==> config.mk <==
export PLATFORM = sky130hd
export DESIGN_NAME = cmc_mode_ctrl
export DESIGN_NICKNAME = d
export VERILOG_FILES = /design/src/verilog/cmc_pkg.sv /design/src/verilog/cmc_mode_ctrl.sv
export SDC_FILE = /design/constraint.sdc
export NUM_CORES = 1
export LEC_CHECK = 0
export ABC_AREA = 1
export ABC_CLOCK_PERIOD_IN_PS = 1400
export BUFFER_PORTS_ARGS = -buffer_cell sky130_fd_sc_hd__buf_4
export CORE_MARGIN = 8
export CORE_UTILIZATION = 41
export CTS_CLUSTER_SIZE = 10
export DETAILED_ROUTE_END_ITERATION = 6
export GPL_TIMING_DRIVEN = 0
export HOLD_SLACK_MARGIN = 0.02
export PLACE_DENSITY = 0.8
export SLEW_MARGIN = 20
export SYNTH_ARGS = -nofsm -noshare
export SYNTH_HDL_FRONTEND = slang
export SYNTH_SLANG_ARGS = --single-unit
==> constraint.sdc <==
create_clock -name clk_i -period 1.4 [get_ports clk_i]
set_input_delay 0.07 -clock clk_i [delete_from_list [all_inputs] [get_ports clk_i]]
set_output_delay 0.07 -clock clk_i [all_outputs]
set_load 0.005 [all_outputs]
==> src/verilog/cmc_pkg.sv <==
/*
 * constants, types and register map of the can mode control block.
 * assumes a wishbone slave wrapper and a protocol engine on the same clock.
 */
// Operation
// - mode request field decode, top bit configuration
// - status shows mode actually in effect
// - abort bit aborts all pending transmissions
// - abort self-clears; software cannot clear it
// - legacy window select maps one buffer
// - fifo layout: read-only read pointer, low bits
// - prioritized source code, zero when none
// - error and transmit codes same every layout
// - legacy codes for receive and wake-up
// - enhanced codes for receive, programmable; wake keeps legacy code
// - fifo layout: receiving programmable reports receive code
// - code placed to copy into window select
// - configuration request waits for bus idle
// - other mode requests granted at once
// - three layouts: legacy, enhanced, fifo
package cmc_pkg;
	// ************************************************
	// register map, byte addresses
	// ************************************************
	localparam logic [3:0] CMC_OFS_CTRL = 4'h0; // can_mode_control
	localparam logic [3:0] CMC_OFS_STAT = 4'h4; // can_mode_status
	localparam logic [3:0] CMC_OFS_LAYOUT = 4'h8; // layout select
	localparam logic [3:0] CMC_OFS_TXPEND = 4'hc; // pending transmit view
	// field positions
	localparam int CMC_REQ_LSB = 5;
	localparam int CMC_ABORT_BIT = 4;
	localparam int CMC_WIN_LSB = 1;
	// reset values
	localparam logic [2:0] CMC_REQ_RST = 3'h4;
	localparam logic [2:0] CMC_WIN_RST = 3'h0;
	// codes
	localparam logic [4:0] CMC_IC_NONE = 5'h00;
	localparam logic [4:0] CMC_IC_ERR = 5'h02;
	localparam logic [4:0] CMC_IC_TX2 = 5'h04;
	localparam logic [4:0] CMC_IC_TX1 = 5'h06;
	localparam logic [4:0] CMC_IC_TX0 = 5'h08;
	localparam logic [4:0] CMC_IC_L_RX1 = 5'h0a;
	localparam logic [4:0] CMC_IC_L_RX0 = 5'h0c;
	localparam logic [4:0] CMC_IC_WAKE = 5'h0e;
	localparam logic [4:0] CMC_IC_E_RX0 = 5'h10;
	localparam logic [4:0] CMC_IC_E_RX1 = 5'h11;
	localparam logic [4:0] CMC_IC_PROG0 = 5'h12;

	typedef enum logic [2:0] {
		OP_NORMAL = 3'h0,
		OP_SLEEP = 3'h1,
		OP_LOOPBACK = 3'h2,
		OP_LISTEN = 3'h3,
		OP_CONFIG = 3'h4
	} cmc_op_e;

	typedef enum logic [1:0] {
		LAY_LEGACY = 2'h0,
		LAY_ENH = 2'h1,
		LAY_FIFO = 2'h2
	} cmc_layout_e;

	typedef enum logic [2:0] {
		WB_RX0 = 3'h0,
		WB_RX1 = 3'h1,
		WB_TX0 = 3'h2,
		WB_TX1 = 3'h3,
		WB_TX2 = 3'h4
	} cmc_winbuf_e;

	// interrupt flag levels from the flag register
	typedef struct packed {
		logic bus_err;
		logic wake;
		logic [2:0] tx;
		logic [1:0] rx;
		logic [5:0] prog;
		logic [5:0] prog_rx;
	} cmc_irq_s;
endpackage : cmc_pkg
==> src/verilog/cmc_mode_ctrl.sv <==
/*
 * mode request/status, abort, window select and source code logic.
 * assumes a classic wishbone master and same-clock engine inputs.
 */
// The Wishbone register port and the address map were chosen for this implementation.
`timescale 1ns/10ps
module cmc_mode_ctrl #(
	parameter int N_PROG = 6
) (
	input wire logic clk_i,
	input wire logic rst_i,
	input wire logic wb_cyc_i,
	input wire logic wb_stb_i,
	input wire logic wb_we_i,
	input wire logic [3:0] wb_adr_i,
	input wire logic [3:0] wb_sel_i,
	input wire logic [31:0] wb_dat_i,
	output logic [31:0] wb_dat_o,
	output logic wb_ack_o,
	input wire logic bus_idle_i,
	input wire logic [2:0] tx_pending_i,
	input wire logic [3:0] fifo_read_pointer_i,
	input wire cmc_pkg::cmc_irq_s irq_i,
	output cmc_pkg::cmc_op_e mode_in_effect_o,
	output logic abort_all_tx_o,
	output cmc_pkg::cmc_winbuf_e buffer_window_o,
	output logic [4:0] irq_source_code_o
);
	import cmc_pkg::*;

	// ************************************************
	// elaboration check
	// ************************************************
	// code space holds exactly six programmable buffers
	if (N_PROG != 6) begin : g_bad_prog
		$error("cmc_mode_ctrl: N_PROG must be 6");
	end

	// ************************************************
	// functions
	// ************************************************
	// legacy window field to buffer
	function automatic cmc_winbuf_e win_decode(input logic [2:0] w);
		cmc_winbuf_e b;
		b = WB_RX0;
		case (w)
			3'h5: b = WB_RX1;
			3'h4: b = WB_TX0;
			3'h3: b = WB_TX1;
			3'h2: b = WB_TX2;
			default: b = WB_RX0;
		endcase
		return b;
	endfunction : win_decode

	// highest priority source, lowest priority first
	function automatic logic [4:0] irq_code(input cmc_irq_s s, input cmc_layout_e l);
		logic [4:0] c;
		c = CMC_IC_NONE;
		if (s.wake) begin
			c = CMC_IC_WAKE;
		end
		if (l != LAY_LEGACY) begin
			for (int i = N_PROG - 1; i >= 0; i--) begin
				if (s.prog[i]) begin
					c = (l == LAY_FIFO && s.prog_rx[i]) ? CMC_IC_E_RX0 :
						5'(CMC_IC_PROG0 + 5'(i));
				end
			end
		end
		if (s.rx[0]) begin
			c = (l == LAY_LEGACY) ? CMC_IC_L_RX0 : CMC_IC_E_RX0;
		end
		if (s.rx[1]) begin
			c = (l == LAY_LEGACY) ? CMC_IC_L_RX1 :
				((l == LAY_FIFO) ? CMC_IC_E_RX0 : CMC_IC_E_RX1);
		end
		if (s.tx[0]) begin
			c = CMC_IC_TX0;
		end
		if (s.tx[1]) begin
			c = CMC_IC_TX1;
		end
		if (s.tx[2]) begin
			c = CMC_IC_TX2;
		end
		if (s.bus_err) begin
			c = CMC_IC_ERR;
		end
		return c;
	endfunction : irq_code

	// ************************************************
	// state
	// ************************************************
	logic [2:0] req_r; // requested mode
	cmc_op_e mode_r; // mode in effect
	logic abort_r; // abort in progress
	logic [2:0] win_r; // legacy window select
	cmc_layout_e layout_r; // register layout
	logic [4:0] code_r; // registered source code
	cmc_winbuf_e winbuf_r; // decoded window
	logic ack_r; // bus answer
	logic [31:0] dat_r; // read data
	logic acc; // request in flight
	logic wr_go; // write commits this edge
	logic wr_ctrl; // control write commits
	logic wr_lay; // layout write commits
	logic abort_set; // software sets abort
	logic [7:0] ctrl_view; // control read value
	logic [7:0] stat_view; // status read value

	assign acc = wb_cyc_i && wb_stb_i;
	// write lands at the edge the master sees ack
	assign wr_go = acc && wb_we_i && ack_r && wb_sel_i[0];
	assign wr_ctrl = wr_go && (wb_adr_i == CMC_OFS_CTRL);
	assign wr_lay = wr_go && (wb_adr_i == CMC_OFS_LAYOUT);
	assign abort_set = wr_ctrl && wb_dat_i[CMC_ABORT_BIT];

	// ************************************************
	// wishbone answer
	// ************************************************
	// one wait state, ack drops the cycle after it rose
	always_ff @(posedge clk_i) begin
		if (rst_i) begin
			ack_r <= 1'b0;
		end else begin
			ack_r <= acc && !ack_r;
		end
	end

	// read views, rebuilt per layout
	always_comb begin
		ctrl_view = {req_r, abort_r, 4'h0};
		// mode in effect on top bits
		stat_view = {mode_r, 5'h00};
		case (layout_r)
			LAY_LEGACY: begin
				ctrl_view[3:1] = win_r;
				// code bits 3-1 line up with window
				stat_view[3:1] = code_r[3:1];
			end
			LAY_FIFO: begin
				ctrl_view[3:0] = fifo_read_pointer_i;
				stat_view[4:0] = code_r;
			end
			default: begin
				stat_view[4:0] = code_r;
			end
		endcase
	end

	// read data captured with the answer; unmapped reads zero
	always_ff @(posedge clk_i) begin
		if (rst_i) begin
			dat_r <= 32'h0;
		end else if (acc && !ack_r && !wb_we_i) begin
			if (wb_adr_i == CMC_OFS_CTRL) begin
				dat_r <= {24'h0, ctrl_view};
			end else if (wb_adr_i == CMC_OFS_STAT) begin
				dat_r <= {24'h0, stat_view};
			end else if (wb_adr_i == CMC_OFS_LAYOUT) begin
				dat_r <= {30'h0, layout_r};
			end else if (wb_adr_i == CMC_OFS_TXPEND) begin
				dat_r <= {29'h0, tx_pending_i};
			end else begin
				dat_r <= 32'h0;
			end
		end
	end

	// ************************************************
	// control register
	// ************************************************
	// request and window; window only written in legacy layout
	always_ff @(posedge clk_i) begin
		if (rst_i) begin
			req_r <= CMC_REQ_RST;
			win_r <= CMC_WIN_RST;
		end else if (wr_ctrl) begin
			req_r <= wb_dat_i[CMC_REQ_LSB +: 3];
			if (layout_r == LAY_LEGACY) begin
				win_r <= wb_dat_i[CMC_WIN_LSB +: 3];
			end
		end
	end

	// layout changes only while configuration is in effect
	always_ff @(posedge clk_i) begin
		if (rst_i) begin
			layout_r <= LAY_LEGACY;
		end else if (wr_lay && mode_r == OP_CONFIG && wb_dat_i[1:0] != 2'h3) begin
			layout_r <= cmc_layout_e'(wb_dat_i[1:0]);
		end
	end

	// ************************************************
	// mode in effect
	// ************************************************
	always_ff @(posedge clk_i) begin
		if (rst_i) begin
			mode_r <= OP_CONFIG;
		end else if (req_r[2]) begin
			// configuration waits for an idle bus
			if (bus_idle_i) begin
				mode_r <= OP_CONFIG;
			end
		end else begin
			// decode request, take it at once
			mode_r <= cmc_op_e'({1'b0, req_r[1:0]});
		end
	end

	// ************************************************
	// abort
	// ************************************************
	// a set in the clearing cycle wins
	always_ff @(posedge clk_i) begin
		if (rst_i) begin
			abort_r <= 1'b0;
		end else if (abort_set) begin
			abort_r <= 1'b1;
		end else if (abort_r && tx_pending_i == 3'h0) begin
			abort_r <= 1'b0;
		end
	end

	// ************************************************
	// source code and window outputs
	// ************************************************
	// registered so a handler snapshot is stable for a cycle
	always_ff @(posedge clk_i) begin
		if (rst_i) begin
			code_r <= CMC_IC_NONE;
			winbuf_r <= WB_RX0;
		end else begin
			code_r <= irq_code(irq_i, layout_r);
			winbuf_r <= win_decode(win_r);
		end
	end

	assign wb_ack_o = ack_r;
	assign wb_dat_o = dat_r;
	assign mode_in_effect_o = mode_r;
	assign abort_all_tx_o = abort_r;
	assign buffer_window_o = winbuf_r;
	assign irq_source_code_o = code_r;
endmodule : cmc_mode_ctrl

; ---- After elaboration in Yosys (flattened, before gate mapping)
; Cells that the tools add are included.
[op_classes]
n_eq_ne = 11
n_mux = 36
reduce_logical = 29
[op_table]
columns = op, count
row1 = two-way mux 5 bit, 11
row2 = two-way mux 3 bit, 10
row3 = logical AND 1 bit, 18
row4 = two-way mux 8 bit, 2
row5 = one-hot mux 3 bit (4 select lines), 1
row6 = == test 3 bit (second input constant), 3
row7 = == test 4 bit (second input constant), 2
row8 = two-way mux 4 bit, 2
row9 = == test 3 x 2 -> 1 bit (second input constant), 2
row10 = two-way mux 1 bit, 6
row11 = two-way mux 2 bit, 3
row12 = one-hot mux 3 bit (2 select lines), 1
row13 = OR reduction 5 bit, 1
row14 = == test 4 x 3 -> 1 bit (second input constant), 1
row15 = logical NOT 4 bit, 1
row16 = != test 2 bit (second input constant), 2
row17 = nonzero test 2 bit, 2
row18 = OR reduction 4 bit, 1
row19 = logical NOT 3 bit, 1
row20 = == test 2 bit (second input constant), 1
row21 = logical NOT 1 bit, 2
row22 = logical NOT 2 bit, 1
row23 = AND reduction 2 bit, 1
row24 = OR reduction 2 bit, 1
[word_totals]
register_bits = 53
elab_cells = 88

; ---- Depth between registers and ports, before layout
[logic_depth]
ltp_word = 16
ltp_mapped = 14

; ---- Worst setup path after synthesis
; OpenSTA, ideal clock, no wires.
[synth_path]
kind = reg-to-reg
from = reg layout_r[1]
to = reg dat_r[3] (netlist: wb_dat_o[3])
setup_ns = 0.116
t_arrival_ns = 1.149
required_time_ns = 1.284
slack_ns = 0.135
stages_incl_launch_ff = 8
path_cell_list = dfxtp_1 -> nor2_2 -> inv_2 -> buf_6 -> o21ai_0 -> a221o_1 -> o211ai_1 -> inv_1
[synth_between]
elab_chain_len = 3
elab_cells_between_ends = 4
classes_between = 1 x eq/ne / 2 x mux / 1 x reduce/logical
[synth_rtl]
columns = item, line
row1 = "start, declared", cmc_mode_ctrl.sv:100  ; cmc_layout_e layout_r;
row2 = "start signal, assigned", cmc_mode_ctrl.sv:193  ; layout_r <= cmc_layout_e'(wb_dat_i[1:0]);
row3 = == test 2 bit or logical NOT 2 bit (tied branches), cmc_mode_ctrl.sv:137  ; case (layout_r)
row4 = one-hot mux 3 bit (2 select lines) *, cmc_mode_ctrl.sv:137
row5 = two-way mux 8 bit *, cmc_mode_ctrl.sv:158  ; if (wb_adr_i == CMC_OFS_CTRL) begin
row6 = "end signal, assigned", cmc_mode_ctrl.sv:159  ; dat_r <= {24'h0, ctrl_view};
row7 = "end signal, assigned", cmc_mode_ctrl.sv:161  ; dat_r <= {24'h0, stat_view};
row8 = "end signal, assigned", cmc_mode_ctrl.sv:163  ; dat_r <= {30'h0, layout_r};
row9 = "end, declared", cmc_mode_ctrl.sv:104  ; logic [31:0] dat_r;
; Mark *: on every way between the ends. The rest lies on a longest branch, timed or not.
; A chain may end at the register's enable or synchronous reset.

; ---- Worst setup path after layout
[layout_path]
from = reg layout_r[0]
to = reg dat_r[3] (netlist: wb_dat_o[3])
; The elaborated chain is that of the path after synthesis.

==> results.cfg <==
[setup_path]
reg2reg_depth = 7
cp.required_ns = 1.57
cp_max_fo = 10
endpoint_kind = flip-flop
path_cells = nor2_4, inv_2, buf_6, o21ai_0, a221o_1, o211ai_1, inv_1
slowest_stage = dfxtp_4
slowest_delay_ns = 0.39
crit_arrival_ns = 1.51
cp-start-kind = flip-flop
reg2reg_from = layout_r[0]
r2r_slack_ns = 0.06
path_class = flip-flop to flip-flop
reg2reg_to = wb_dat_o[3]

[clocking]
cts-root-buf = clkbuf_8
clockBufferDepth = 2
h-tree-depth = 2
cts_tree = built
cts_sinks = 29
cts_buffers = 5
insertion_delay_ns = 0.28
clkTransAtPathRegs_ns = 0.06

[logic_synthesis]
synth-seq-cells = 29
syn_inst = 234
synth_fa_ha_area_share_pct = 0
synth_area_leaders = dfxtp_1 (35%), buf_4 (11%), nand2_1 (10%)
yosys.area_share.simple_pct = 26.8
netlist_top_cells_count = nand2_1 (44), dfxtp_1 (29), buf_4 (24), a21oi_1 (22)
yosys_warnings = 0
synth_edf_count = 0
yosysSeqAreaShare_pct = 35.2
synth.most_common_cell = nand2_1
synth.avg_cell_area_um2 = 7.05
ys_types = 35
yosysTopAreaCellShare_pct = 35.2
synth-main-ff-cell = dfxtp_1
synth_xor_area_share_pct = 0
async_flop_share_pct = 0
synth_largest_area_cell = dfxtp_1
syn_area_um2 = 1650
synth_top_family_by_area = simple AND/OR/NAND/NOR gates
muxShareOfSynthArea_pct = 0
synth_compound_area_share_pct = 19.3

[global_route]
grt_max_degree = 11
antenna_found_initial = 0
grt_usage_pct = 15.3
grt_overflow = 0
grt_pass1_wl_um = 7760
first_global_vias = 1732

[floorplanning]
dieWidth_um = 79.4
placementRows = 23
die_area_um2 = 6310
io_pins = 117
start_util_pct = 41.9
core_um2 = 3940
die_h_um = 79.4

[timing]
hold_violations = 0
fmax_mhz = 746
tns_ns = 0
clock_skew_ns = 0.00698
period_share_pct = 95.8
drv_slew = 0
rsz0062_at_grt = true
finalSetupViolations = 0
timing.final.crit_period_ns = 1.34
final.setup.worst_slack_ns = 0.0592

[placement]
place_ws_ns = -0.0353
port_buffers = 64
gp_congestion = 0.827
hpwlAfterDp_um = 4000
placed_area_um2 = 2280

[route]
vias = 1812
first_pass_iters = 4
antenna_left = 0
drt_wl_total_um = 4990
drc_errors = 0
wire_per_inst_um = 13.0
drtIter0Drc = 106
via_per_inst = 4.73

[final_layout]
fin_area_um2 = 2470
area_delta_synth_final_pct = 49.6
register_area_um2 = 588
nets = 404
multiInputGateArea_um2 = 888
antenna_cells = 0
fillers = 366
drive_gt1_share_pct = 37.5

[status]
outcome = complete, no violations

[power_and_ir_drop]
p_clk_share_pct = 39.0
vdd_drop_max_mv = 0.388
p_leak_nw = 1.23
p_int_w = 0.00146
swShare_pct = 23.8
pwr-share-seq_pct = 44.2
powerDensity_nw_per_um2 = 777
power_frac_comb_pct = 16.8
switching_power_w = 0.000457

[flow_run]
max_cap_violations = 0

[min_path]
hold_start = wb_dat_i[5]
min_path_type = input pin to flip-flop
min_path_cells = 3
hold-path-endpoint = req_r[0]
-- cells by family after synthesis --
| family | count (synthesis) |
|---|---|
| AO/OA/AOI/OAI | 55 |
| flip-flops | 29 |
| AND/OR/NAND/NOR | 95 |
| buffers and inverters | 54 |
| other | 1 |
-- through the flow --
| stage | cells | util (%) | power (W) | hold slack, ns |
|---|---|---|---|---|
| finish | 383 | 62.6 | 0.00192 | 0.0438 |
| global route | 383 | 62.6 | 0.00202 | 0.0608 |
| CTS | 381 | 61.0 | 0.00192 | 0.0445 |
| detailed placement | 371 | 57.8 | 0.00118 | 0.300 |
| global placement | 371 | 57.8 | 0.00117 | 0.288 |
| floorplan | 257 | - | 0.00102 | 0.195 |
-- power by group through the flow --
stage | sequential [W] | clock [W] | combinational [W]
2_1_floorplan | 0.000870 | 0 | 0.000147
3_3_place_gp | 0.000869 | 0 | 0.000305
3_5_place_dp | 0.000869 | 0 | 0.000308
4_1_cts | 0.000851 | 0.000760 | 0.000313
5_1_grt | 0.000849 | 0.000813 | 0.000357
6_report | 0.000848 | 0.000748 | 0.000323
-- per-layer routing --
metal | part of all wire (%) | vias to the layer above | track usage, %
met3 | 11 | 6 | 6.87
li1 | - | 936 | -
met1 | 37 | 801 | 15.4
met5 | 0 | - | 0
met2 | 51 | 69 | 26.9
met4 | 1.2 | 0 | 6.11
-- sequential cells by signal (all words and copies together), names as in the netlist --
name,count
wb_ack_o,1
req_r,3
buffer_window_o,3
irq_source_code_o,5
abort_all_tx_o,1
mode_in_effect_o,3
wb_dat_o,8
layout_r,2
win_r,3
-- final cells by class --
cell class                 count  share of cell area [%]
inverter                      26                    4.36
clock inverter                 1                   0.203
clock buffer                   7                    3.90
multi-input combinational    174                    36.0
tap                           50                    2.53
buffer                        28                    8.31
timing repair buffer          68                    20.9
sequential                    29                    23.8
-- worst max-delay path, delay by kind of cell, from the launching register on --
kind | cells | cell delay [ns]
AO/OA/AOI/OAI | 3 | 0.53
flip-flops | 1 | 0.39
buffers and inverters | 3 | 0.25
AND/OR/NAND/NOR | 1 | 0.07
-- layout by cell type (no fill, tap or decap), types with 2 or more instances in the layout --
master,Yosys,routed
a211oi_1,2,2
a21oi_1,22,22
buf_4,24,90
clkbuf_8,0,7
conb_1,1,24
dfxtp_1,29,27
dfxtp_4,0,2
dlygate4sd3_1,0,2
inv_1,20,20
inv_2,4,2
inv_4,0,2
nand2_1,44,42
nand2_2,1,2
nand2_4,2,3
nand3_1,14,12
nand3_2,1,3
nand4_1,2,2
nor2_1,20,19
nor2_2,2,2
nor3_1,4,3
nor3_2,1,2
nor4_1,2,2
o211ai_1,4,4
o21ai_0,16,14
o21ai_1,2,4
o31ai_1,2,2
-- what timing repair did --
| item | in CTS | in global routing |
|---|---|---|
| cloned | 0 | 0 |
| endpoints found under the hold margin | 2 | 0 |
| setup buffers | 0 | 2 |
| resized for setup | 3 | 15 |
| pin swaps | 0 | 5 |
| endpoints found under the setup margin | 3 | 5 |
| hold buffers | 2 | 0 |
-- worst max path at each step --
stage           startpoint                   end  depth (start not counted)
2_1_floorplan  layout_r[1]           wb_dat_o[3]                          7
3_3_place_gp   layout_r[0]           wb_dat_o[2]                          8
3_5_place_dp      wb_ack_o           wb_dat_o[2]                          5
4_1_cts        layout_r[0]           wb_dat_o[1]                          8
5_1_grt        layout_r[0]  irq_source_code_o[1]                         14
6_report       layout_r[0]           wb_dat_o[3]                          7
(Power assumes the default switching activity.)
